[config.mk]
export PLATFORM = sky130hd
export DESIGN_NAME = pwm_trig_period
export DESIGN_NICKNAME = d
export VERILOG_FILES = /design/src/pwm_trig_pkg.sv /design/src/pwm_trig_period.sv
export SDC_FILE = /design/constraint.sdc
export NUM_CORES = 1
export LEC_CHECK = 0
export ABC_AREA = 1
export BUFFER_PORTS_ARGS = -buffer_cell sky130_fd_sc_hd__buf_2
export CAP_MARGIN = 0
export CORE_AREA = 2 2 124 126
export DETAILED_ROUTE_END_ITERATION = 10
export DIE_AREA = 0 0 126 128
export HOLD_SLACK_MARGIN = 0.1
export PLACE_DENSITY_LB_ADDON = 0.12
export SETUP_SLACK_MARGIN = 0.3
export SYNTH_ARGS = -nofsm -noshare
export SYNTH_HDL_FRONTEND = slang
export SYNTH_SLANG_ARGS = --single-unit
export TNS_END_PERCENT = 20
[constraint.sdc]
create_clock -name clock -period 2 [get_ports clock]
set_input_delay 0.1 -clock clock [delete_from_list [all_inputs] [get_ports clock]]
set_output_delay 0.1 -clock clock [all_outputs]
set_load 0.02 [all_outputs]
[src/pwm_trig_pkg.sv]
// Constants, field layout and carrier types for the trigger and ch6 block.
// Assumes a 32-bit classic Wishbone slave and one 200 MHz clock.
// ****************************************************************
// How it works
// ****************************************************************
// How it works
// - Bit 2 routes event input 1 to port3 bit0 when clear, port6 bit2 set.
// - Bit 0 routes event input 0 to port0 bit0 when clear, port3 bit2 set.
// - Coupled ch4/ch5 use ch4 pin routing bits instead of ch5 bits.
// - Bits 5:4 give event 1 filter of 2, 4, 8, 16 oscillator clocks.
// - Bits 1:0 give event 0 filter with the same encoding.
// - Programmed lengths only on oscillator clock; otherwise two low-speed clocks.
// - Coupled ch4/ch5 use ch4 sampling fields instead of ch5 fields.
// - Prescale code divides selected clock by 1 to 64 in powers of two.
// - Prescale code 111 must not be used; it behaves as divide by one.
// - Coupled ch4/ch5 use ch4 prescale field instead of ch5 field.
// - Ch6 period is 16 bits in two bytes, resetting to all ones.
// - Writing a zero period loads one into the period buffer.
// - Ch6 duty is 16 bits in two bytes, resetting to zero.
// - Coupled ch6/ch7 with dead time: effective duty is ch6 plus ch7 duty.
// - Coupled ch6/ch7 with dead time: ch7 period comes from ch6 duty.
// - Triggers sampled by oscillator clock when selected, else low-speed clock.
// - Clock select 00 low-speed, 01 oscillator, 11 external, 10 unused.
package pwm_trig_pkg;

  // ****************************************************************
  // Register indices; byte address is four times the index
  // ****************************************************************
  localparam logic [15:0] IDX_CH5_ROUTE = 16'hF4BA;
  localparam logic [15:0] IDX_CH5_SAMPLE = 16'hF4BB;
  localparam logic [15:0] IDX_CH5_PRESCALE = 16'hF4BC;
  localparam logic [15:0] IDX_CH5_AUX = 16'hF4BE;
  localparam logic [15:0] IDX_STATUS = 16'hF4BF;
  localparam logic [15:0] IDX_CH6_PERIOD_LO = 16'hF4C0;
  localparam logic [15:0] IDX_CH6_PERIOD_HI = 16'hF4C1;
  localparam logic [15:0] IDX_CH6_DUTY_LO = 16'hF4C2;
  localparam logic [15:0] IDX_CH6_DUTY_HI = 16'hF4C3;

  // ****************************************************************
  // Field positions
  // ****************************************************************
  localparam int POS_EV1_ROUTE = 2;
  localparam int POS_EV0_ROUTE = 0;
  localparam int POS_EV1_LEN = 4;
  localparam int POS_EV0_LEN = 0;
  localparam int POS_PRESCALE = 0;
  localparam int POS_CLK_SRC = 0;
  localparam int POS_CH45_COUPLED = 2;
  localparam int POS_CH67_COUPLED = 3;
  localparam int POS_DEAD_TIME = 4;

  // ****************************************************************
  // Reset values and fixed figures
  // ****************************************************************
  localparam logic [7:0] RST_CH5_CFG = 8'h00;
  localparam logic [7:0] RST_PERIOD_BYTE = 8'hFF;
  localparam logic [7:0] RST_DUTY_BYTE = 8'h00;
  localparam logic [15:0] PERIOD_MIN = 16'h0001;
  localparam logic [4:0] FIXED_SAMPLES = 5'h02;
  localparam logic [2:0] PRESCALE_BAD = 3'h7;

  typedef enum logic [1:0] {
    CLK_LOW_SPEED = 2'h0,
    CLK_OSC = 2'h1,
    CLK_UNUSED = 2'h2,
    CLK_EXTERNAL = 2'h3
  } clk_src_t;

  // Candidate pins for the two pair-4/5 event inputs
  typedef struct packed {
    logic port0_bit0;
    logic port3_bit2;
    logic port3_bit0;
    logic port6_bit2;
  } port_pins_t;

  // Settings owned by channel 4, applied here when coupled
  typedef struct packed {
    logic ch4_event1_pin_route;
    logic ch4_event0_pin_route;
    logic [1:0] ch4_event1_sample_len;
    logic [1:0] ch4_event0_sample_len;
    logic [2:0] ch4_prescale_select;
  } ch4_cfg_t;

  // Derived values handed to the counters
  typedef struct packed {
    logic [15:0] ch6_period_buffer;
    logic [15:0] ch6_effective_duty;
    logic ch7_period_override;
    logic [15:0] ch7_period_value;
  } ch6_out_t;

endpackage

[src/pwm_trig_period.sv]
// Ch5 trigger routing, filtering and prescaling; ch6 period and duty.
// Assumes pins and timing clocks arrive synchronous to clock, as level
// signals sampled here; channel 4 and channel 7 supply their settings.
module pwm_trig_period
  import pwm_trig_pkg::*;
(
  input wire logic clock,
  input wire logic rst,
  input wire logic cyc_i,
  input wire logic stb_i,
  input wire logic we_i,
  input wire logic [17:0] adr_i,
  input wire logic [3:0] sel_i,
  input wire logic [31:0] dat_i,
  output logic [31:0] dat_o,
  output logic ack_o,
  input wire port_pins_t pins,
  input wire logic low_speed_clock,
  input wire logic oscillator_clock,
  input wire logic external_clock,
  input wire ch4_cfg_t ch4_cfg,
  input wire logic [15:0] ch7_duty_value,
  output logic [1:0] pair45_events,
  output logic ch5_count_tick,
  output ch6_out_t ch6_out
);

  // ****************************************************************
  // Bus decode
  // ****************************************************************
  logic ack_r;
  logic [31:0] dat_r;
  wire req = cyc_i && stb_i;
  wire wr_now = req && we_i && ack_r && sel_i[0];
  wire [15:0] idx = adr_i[17:2];
  wire hit_route = idx == IDX_CH5_ROUTE;
  wire hit_sample = idx == IDX_CH5_SAMPLE;
  wire hit_pre = idx == IDX_CH5_PRESCALE;
  wire hit_aux = idx == IDX_CH5_AUX;
  wire hit_stat = idx == IDX_STATUS;
  wire hit_pl = idx == IDX_CH6_PERIOD_LO;
  wire hit_ph = idx == IDX_CH6_PERIOD_HI;
  wire hit_dl = idx == IDX_CH6_DUTY_LO;
  wire hit_dh = idx == IDX_CH6_DUTY_HI;

  // ****************************************************************
  // Software registers
  // ****************************************************************
  logic ev1_route_r;
  logic ev0_route_r;
  logic [1:0] ev1_len_r;
  logic [1:0] ev0_len_r;
  logic [2:0] pre_r;
  logic [1:0] clk_src_r;
  logic ch45_coupled_mode_r;
  logic ch67_coupled_mode_r;
  logic ch6_dead_time_enable_r;
  logic [15:0] period_r;
  logic [15:0] duty_r;
  logic [15:0] period_buf_r;

  // Only the documented bits are stored, so reserved bits cannot latch
  always_ff @(posedge clock) begin
    if (rst) begin
      ev1_route_r <= RST_CH5_CFG[POS_EV1_ROUTE];
      ev0_route_r <= RST_CH5_CFG[POS_EV0_ROUTE];
      ev1_len_r <= RST_CH5_CFG[POS_EV1_LEN +: 2];
      ev0_len_r <= RST_CH5_CFG[POS_EV0_LEN +: 2];
      pre_r <= RST_CH5_CFG[POS_PRESCALE +: 3];
      clk_src_r <= RST_CH5_CFG[POS_CLK_SRC +: 2];
      ch45_coupled_mode_r <= 1'b0;
      ch67_coupled_mode_r <= 1'b0;
      ch6_dead_time_enable_r <= 1'b0;
    end else if (wr_now) begin
      if (hit_route) begin
        ev1_route_r <= dat_i[POS_EV1_ROUTE];
        ev0_route_r <= dat_i[POS_EV0_ROUTE];
      end
      if (hit_sample) begin
        ev1_len_r <= dat_i[POS_EV1_LEN +: 2];
        ev0_len_r <= dat_i[POS_EV0_LEN +: 2];
      end
      if (hit_pre) begin
        pre_r <= dat_i[POS_PRESCALE +: 3];
      end
      if (hit_aux) begin
        clk_src_r <= dat_i[POS_CLK_SRC +: 2];
        ch45_coupled_mode_r <= dat_i[POS_CH45_COUPLED];
        ch67_coupled_mode_r <= dat_i[POS_CH67_COUPLED];
        ch6_dead_time_enable_r <= dat_i[POS_DEAD_TIME];
      end
    end
  end

  // Byte halves merge into one word; each period byte write reloads the buffer
  wire [15:0] period_nxt = hit_pl ? {period_r[15:8], dat_i[7:0]} :
                                    {dat_i[7:0], period_r[7:0]};
  wire [15:0] duty_nxt = hit_dl ? {duty_r[15:8], dat_i[7:0]} :
                                  {dat_i[7:0], duty_r[7:0]};
  wire per_wr = wr_now && (hit_pl || hit_ph);
  wire duty_wr = wr_now && (hit_dl || hit_dh);
  wire [15:0] buf_nxt = (period_nxt == 16'h0000) ? PERIOD_MIN : period_nxt;

  always_ff @(posedge clock) begin
    if (rst) begin
      period_r <= {RST_PERIOD_BYTE, RST_PERIOD_BYTE};
      period_buf_r <= {RST_PERIOD_BYTE, RST_PERIOD_BYTE};
      duty_r <= {RST_DUTY_BYTE, RST_DUTY_BYTE};
    end else begin
      if (per_wr) begin
        period_r <= period_nxt;
        period_buf_r <= buf_nxt;
      end
      if (duty_wr) begin
        duty_r <= duty_nxt;
      end
    end
  end

  // ****************************************************************
  // Effective settings under coupling
  // ****************************************************************
  wire eff_ev1_route = ch45_coupled_mode_r ? ch4_cfg.ch4_event1_pin_route
                                            : ev1_route_r;
  wire eff_ev0_route = ch45_coupled_mode_r ? ch4_cfg.ch4_event0_pin_route
                                            : ev0_route_r;
  wire [1:0] eff_ev1_len = ch45_coupled_mode_r ? ch4_cfg.ch4_event1_sample_len
                                                : ev1_len_r;
  wire [1:0] eff_ev0_len = ch45_coupled_mode_r ? ch4_cfg.ch4_event0_sample_len
                                                : ev0_len_r;
  wire [2:0] eff_pre = ch45_coupled_mode_r ? ch4_cfg.ch4_prescale_select
                                            : pre_r;
  wire [2:0] div_code = (eff_pre == PRESCALE_BAD) ? 3'h0 : eff_pre;

  // ****************************************************************
  // Clock edges and prescaler
  // ****************************************************************
  logic ls_q_r;
  logic osc_q_r;
  logic ext_q_r;
  logic [5:0] pre_cnt_r;
  always_ff @(posedge clock) begin
    if (rst) begin
      ls_q_r <= 1'b0;
      osc_q_r <= 1'b0;
      ext_q_r <= 1'b0;
    end else begin
      ls_q_r <= low_speed_clock;
      osc_q_r <= oscillator_clock;
      ext_q_r <= external_clock;
    end
  end
  wire ls_edge = low_speed_clock && !ls_q_r;
  wire osc_edge = oscillator_clock && !osc_q_r;
  wire ext_edge = external_clock && !ext_q_r;
  wire osc_mode = clk_src_t'(clk_src_r) == CLK_OSC;
  // Unused code 10 gives no edges: the channel simply stays frozen
  wire sel_edge = (clk_src_t'(clk_src_r) == CLK_LOW_SPEED) ? ls_edge :
                  osc_mode ? osc_edge :
                  (clk_src_t'(clk_src_r) == CLK_EXTERNAL) ? ext_edge : 1'b0;
  wire [5:0] div_mask = 6'((7'h01 << div_code) - 7'h01);
  wire tick_w = sel_edge && ((pre_cnt_r & div_mask) == div_mask);
  always_ff @(posedge clock) begin
    if (rst) begin
      pre_cnt_r <= 6'h00;
      ch5_count_tick <= 1'b0;
    end else begin
      if (sel_edge) begin
        pre_cnt_r <= 6'(pre_cnt_r + 6'h01);
      end
      ch5_count_tick <= tick_w;
    end
  end

  // ****************************************************************
  // Event pin routing and glitch filters
  // ****************************************************************
  wire sample_edge = osc_mode ? osc_edge : ls_edge;
  wire [1:0] ev_raw;
  assign ev_raw[1] = eff_ev1_route ? pins.port6_bit2 : pins.port3_bit0;
  assign ev_raw[0] = eff_ev0_route ? pins.port3_bit2 : pins.port0_bit0;
  wire [4:0] ev_len [2];
  assign ev_len[1] = osc_mode ? 5'(5'h02 << eff_ev1_len) : FIXED_SAMPLES;
  assign ev_len[0] = osc_mode ? 5'(5'h02 << eff_ev0_len) : FIXED_SAMPLES;
  logic [4:0] flt_cnt_r [2];

  for (genvar i = 0; i < 2; i++) begin : g_filter
    wire differs = ev_raw[i] != pair45_events[i];
    wire [4:0] cnt_inc = 5'(flt_cnt_r[i] + 5'h01);
    always_ff @(posedge clock) begin
      if (rst) begin
        flt_cnt_r[i] <= 5'h00;
        pair45_events[i] <= 1'b0;
      end else if (sample_edge) begin
        if (!differs) begin
          flt_cnt_r[i] <= 5'h00;
        end else if (cnt_inc >= ev_len[i]) begin
          pair45_events[i] <= ev_raw[i];
          flt_cnt_r[i] <= 5'h00;
        end else begin
          flt_cnt_r[i] <= cnt_inc;
        end
      end
    end
  end

  // ****************************************************************
  // Ch6 derived outputs
  // ****************************************************************
  wire dt_coupled = ch67_coupled_mode_r && ch6_dead_time_enable_r;
  // Sum wraps at 16 bits; software keeps duty below period to avoid it
  wire [15:0] duty_sum = 16'(duty_r + ch7_duty_value);
  always_ff @(posedge clock) begin
    if (rst) begin
      ch6_out <= '0;
    end else begin
      ch6_out.ch6_period_buffer <= period_buf_r;
      ch6_out.ch6_effective_duty <= dt_coupled ? duty_sum : duty_r;
      ch6_out.ch7_period_override <= dt_coupled;
      ch6_out.ch7_period_value <= duty_r;
    end
  end

  // ****************************************************************
  // Read data and acknowledge
  // ****************************************************************
  wire [7:0] rd_route = {5'h00, ev1_route_r, 1'b0, ev0_route_r};
  wire [7:0] rd_sample = {2'h0, ev1_len_r, 2'h0, ev0_len_r};
  wire [7:0] rd_pre = {5'h00, pre_r};
  wire [7:0] rd_aux = {3'h0, ch6_dead_time_enable_r, ch67_coupled_mode_r,
                       ch45_coupled_mode_r, clk_src_r};
  wire [7:0] rd_stat = {3'h0, div_code, pair45_events};
  wire [7:0] rd_byte = hit_route ? rd_route :
                       hit_sample ? rd_sample :
                       hit_pre ? rd_pre :
                       hit_aux ? rd_aux :
                       hit_stat ? rd_stat :
                       hit_pl ? period_r[7:0] :
                       hit_ph ? period_r[15:8] :
                       hit_dl ? duty_r[7:0] :
                       hit_dh ? duty_r[15:8] : 8'h00;

  // One wait state; unmapped addresses still answer, with zero
  always_ff @(posedge clock) begin
    if (rst) begin
      ack_r <= 1'b0;
      dat_r <= 32'h0000_0000;
    end else begin
      ack_r <= req && !ack_r;
      if (req && !ack_r) begin
        dat_r <= {24'h00_0000, rd_byte};
      end
    end
  end
  assign ack_o = ack_r;
  assign dat_o = dat_r;
endmodule

-- Word-level counts from Yosys, hierarchy flattened
Memories as Yosys holds them, arrays and structs flattened.
Cells that the tools add are included.
- register bits: 132
- bits in writable memories: 10
- output and inout bits: 85
- memories kept: 1
- add/subtract/negate cells: 5
- order comparisons: 2
- equal/unequal tests: 15
- shift-type cells: 3
- multiplexer cells: 62
- bitwise gates (word level): 8
- reduce and logical (&&, ||, !) cells: 28
- memories (memory ; depth ; width ; rd ports ; clocked after memory_dff ; write ports ; line ; RTL):
    flt_cnt_r ; 2 ; 5 ; 2 ; 0 ; 2 ; pwm_trig_period.sv:185 ; logic [4:0] flt_cnt_r [2];
- operator list (kind ; number):
    16-bit == test (second input constant) ; 9
    8-bit 2-to-1 mux ; 9
    16-bit 2-to-1 mux ; 3
    5-bit 2-to-1 mux ; 8
    1-bit 2-to-1 mux ; 38
    16-bit adder ; 1
    16-bit zero test ; 1
    1-bit logical AND ; 12
    2-bit AND reduction ; 6
    5-bit by 1-bit adder with 5-bit output (second input constant) ; 2
    5-bit >= comparator ; 2
    2-bit by 2-bit left shift with 5-bit output (first input constant) ; 2
    6-bit by 1-bit adder with 6-bit output (second input constant) ; 1
    6-bit bitwise AND ; 1
    6-bit == test ; 1
    3-bit 2-to-1 mux ; 2
    1-bit bitwise OR ; 6
    3-bit AND reduction ; 2
    1-bit by 3-bit left shift with 6-bit output (first input constant) ; 1
    6-bit by 1-bit subtractor with 6-bit output (second input constant) ; 1
    1-bit zero test ; 4
    2-bit 2-to-1 mux ; 2
    3-bit == test (second input constant) ; 1
    2-bit by 1-bit == test with 1-bit output (second input constant) ; 1
    other kinds (5) ; 7

-- Depth between registers and ports, before layout
- depth in word-level cells: 11
- depth in mapped cells: 15
- depth with buffers taken out: 14

-- Least setup slack after synthesis
No wires, ideal clock.
- path type: register -> register
- from: memory flt_cnt_r[1][0]
- to: memory flt_cnt_r[1][2], data pin
- setup time: 157 ps
- data arrival time: 1807 ps
- setup slack: 36 ps
- cell stages (with the launch flop): 12
- buffers on the path: 0
- path through: edfxtp_1 > ha_1 > nand2_1 > inv_1 > nand2_1 > xor2_1 > ha_1 > a21oi_1 > o211ai_1 > nor2_1 > nand2_1 > nor3_1
- RTL lines (item ; line):
    start: declaration ; pwm_trig_period.sv:185

==> summary.txt <==
Power and ir drop
  • Static leakage: 4.47 nW
  • Pwr dens: 740 nW/um2
  • Max rail drop VDD: 555 uV
  • Total power: 6.81 mW

Placed design
  • Dpl hpwl: 14100 um
  • Pre-CTS WS: -67.5 ps
  • Gpl congestion: 0.909
  • Post-DP Area: 8030 um2
  • Placed insts: 1282
  • Port Buf Inserts: 122

Synth
  • Post-synthesis mux area share: 0.456%
  • Post-synth EDFFs: 10
  • Register bit total from synthesis: 142
  • Cells after Synth: 963
  • Avg Cell Area, Syn: 7.41 um2
  • Mapped cell area: 7140 um2
  • Async set-or-reset flop fraction in the synthesized netlist: 0%
  • Compound-gate portion of the synthesized area: 16.9%
  • Synth Area in Simple Gates: 23.0%
  • Cell variety after synth: 48
  • Largest family of logic cells by synthesized area: simple AND/OR/NAND/NOR gates
  • Synth Area in XOR/XNOR: 1.96%
  • Primary FF master, synth: dfxtp_1
  • Warning count from the yosys run: 0
  • Sequential fraction of the synthesis area: 41.2%
  • Post-synthesis adder-cell area fraction: 4.84%

Finish
  • Commonest non-fill, non-tap cell in the layout: nand2_1
  • Layout cells sized above 1: 26.7%
  • Layout Cells excl Fill: 1332
  • Post-layout net count: 1249
  • Synthesis-to-layout area growth: 28.9%
  • Final core occ: 61.9%
  • Highest-count cells in the layout ignoring fill and taps: nand2_1, inv_1, dfxtp_1, buf_2, nor2_1
  • Fin area: 9200 um2
  • Antenna cells: 0

CTS
  • Clock Latency Late Sink: 440 ps
  • H-tree depth: 4
  • Clk slew on worst S/H paths: 60 ps
  • Max Root-Sink Buffers: 2
  • Clock Sinks: 142
  • Inserted Clock Buffers: 17
  • CTS tree: done
  • CTS root buf: clkbuf_16

Timing
  • Hold slack final: 106 ps
  • Unrepaired setup endpoints after global routing: yes
  • Clk_skew: 8.98 ps
  • Fmax: 0.494 GHz
  • Slew Limit Fails: 0
  • Final Hold Vio Count: 0
  • Setup violations, final: 1
  • Worst Max-Slew Pin Slew: 550 ps
  • Tmin final: 2020 ps
  • Rel. slew slack: 62.9%
  • Setup WS post-layout: -23.0 ps
  • Setup tns final: -23.0 ps
  • Fin crit share: 101%

Drt
  • Number of nets with antenna violations after routing: 0
  • Via density: 5.01
  • DRC: 0
  • Pre-Repair DR Iteration Count: 5
  • Wirelength per Cell: 14.6 um
  • Initial drt markers: 496
  • Final WL: 19500 um
  • DR vias: 6670

Critical path
  • Slowest library cell on the worst path: edfxtp_1
  • Worst flop-to-flop path startpoint: flt_cnt_r[1][1]
  • Critical setup path kind: reg -> reg
  • CP Data Required Time: 2280 ps
  • CP most frequent cell: nand2_2
  • Worst Reg-to-Reg Cells: 11
  • CP peak stage delay: 410 ps
  • Worst r2r dst: flt_cnt_r[1][2]
  • Worst setup SP type: register
  • Critical-path cell list: ha_2, nand2_1, inv_2, nand2_2, xor2_2, ha_4, a21oi_2, o211ai_1, nor2_1, nand2_2, nor3_2
  • Reg2Reg Setup Slack: -20 ps
  • Critical path capture point type: register
  • CP max FO: 5
  • Arr. time, crit path: 2300 ps

Min path
  • Hold path start: dat_i[1]
  • Min-Delay Path Class: in -> reg
  • Hold Path End: duty_r[9]
  • WHS Path Cells: 3

GRT
  • Initial antenna violation count: 0
  • Vias in the first global route: 6075
  • Pin count of the biggest net entering global routing: 47
  • Total track usage: 23.8%
  • Gr ovfl total: 0
  • First-pass GRT wire length: 30400 um

Die
  • FP Rows: 45
  • Starting density of the core: 48.0%
  • Die span in x: 126 um
  • Core area: 14900 um2
  • Die Ht: 128 um
  • Num ports: 176
  • Overall die area: 16100 um2

Outcome
  • Outcome: finished with violations
  • Failing checks: setup timing

Run
  • Max cap viols: 0
==> synth_stat cells (all sizes together) (7+ instances only) <==
cell type  instances  area [um2]
o22ai             11        68.8
a21oi             92         475
dfxtp            132        2640
nor2             116         468
edfxtp            10         300
xor2               9        78.8
inv              134         503
nand4             13        81.3
ha                26         325
nor3              18         121
nand3             40         220
o21ai             86         430
nand2            172         668
xnor2              7        61.3
buf               36         269
o211ai            15         113
clkbuf            15        57.6
==> routing by layer <==
metal | vias up | track usage (%) | wire length (um)
met1 | 2991 | 31.9 | 8960
met3 | 24 | 4.63 | 1140
met2 | 213 | 39.5 | 9130
met4 | 0 | 6.72 | 224
li1 | 3442 | - | -
met5 | - | 0 | 0
==> worst max-delay path: cells and delay by family, from the launching register on <==
family                     cells  cell delay (ps)
AOI/OAI and AO/OA              2              220
xor gates and xnor gates       1              210
adders and majority gates      2              450
buffers and inverters          1               40
DFF                            1              410
and+or+nand+nor                5              520
==> registers in the layout (all words and copies together) (netlist names), 2 cells and up <==
signal / flops
pre_r: 3
period_buf_r: 16
pre_cnt_r: 6
period_r: 16
dat_o: 8
duty_r: 16
flt_cnt_r: 10
ev1_len_r: 2
clk_src_r: 2
pair45_events: 2
ch6_out: 49
ev0_len_r: 2
==> repair_timing <==
item | in CTS | in global routing
buffers inserted | 3 | 1
endpoints found under the hold margin | 17 | 0
pin swaps | 28 | 38
endpoints found under the setup margin | 35 | 37
resized for setup | 47 | 49
hold buffers | 14 | 0
==> area by class of cell <==
class                      count  area (um2)
tap                          188         235
inverter                     134         503
timing repair buffer         177        1070
sequential                   142        2950
clock inverter                13         160
fill                        1382        5660
clock buffer                  19         453
multi-input combinational    659        3830
==> how the worst max path moves through the flow <==
stage                               start               to
after CTS                 flt_cnt_r[0][0]  flt_cnt_r[0][2]
after global routing      flt_cnt_r[1][1]  flt_cnt_r[1][2]
final                     flt_cnt_r[1][1]  flt_cnt_r[1][2]
after detailed placement  flt_cnt_r[0][1]  flt_cnt_r[0][2]
after floorplan           flt_cnt_r[1][0]  flt_cnt_r[1][2]
after global placement    flt_cnt_r[0][0]  flt_cnt_r[0][2]
==> kinds of logic after synthesis <==
family | Yosys count
xor+xnor | 16
flops | 142
other cells | 1
simple gates | 369
fa+ha+maj | 27
buf+inv | 185
mux | 3
compound gates | 220
==> report_power, final <==
part / switching (mW) / internal, mW
Clock: 1.26 / 2.03
Combinational: 0.365 / 0.224
Sequential: 0.0273 / 2.91
(Power assumes the default switching activity.)
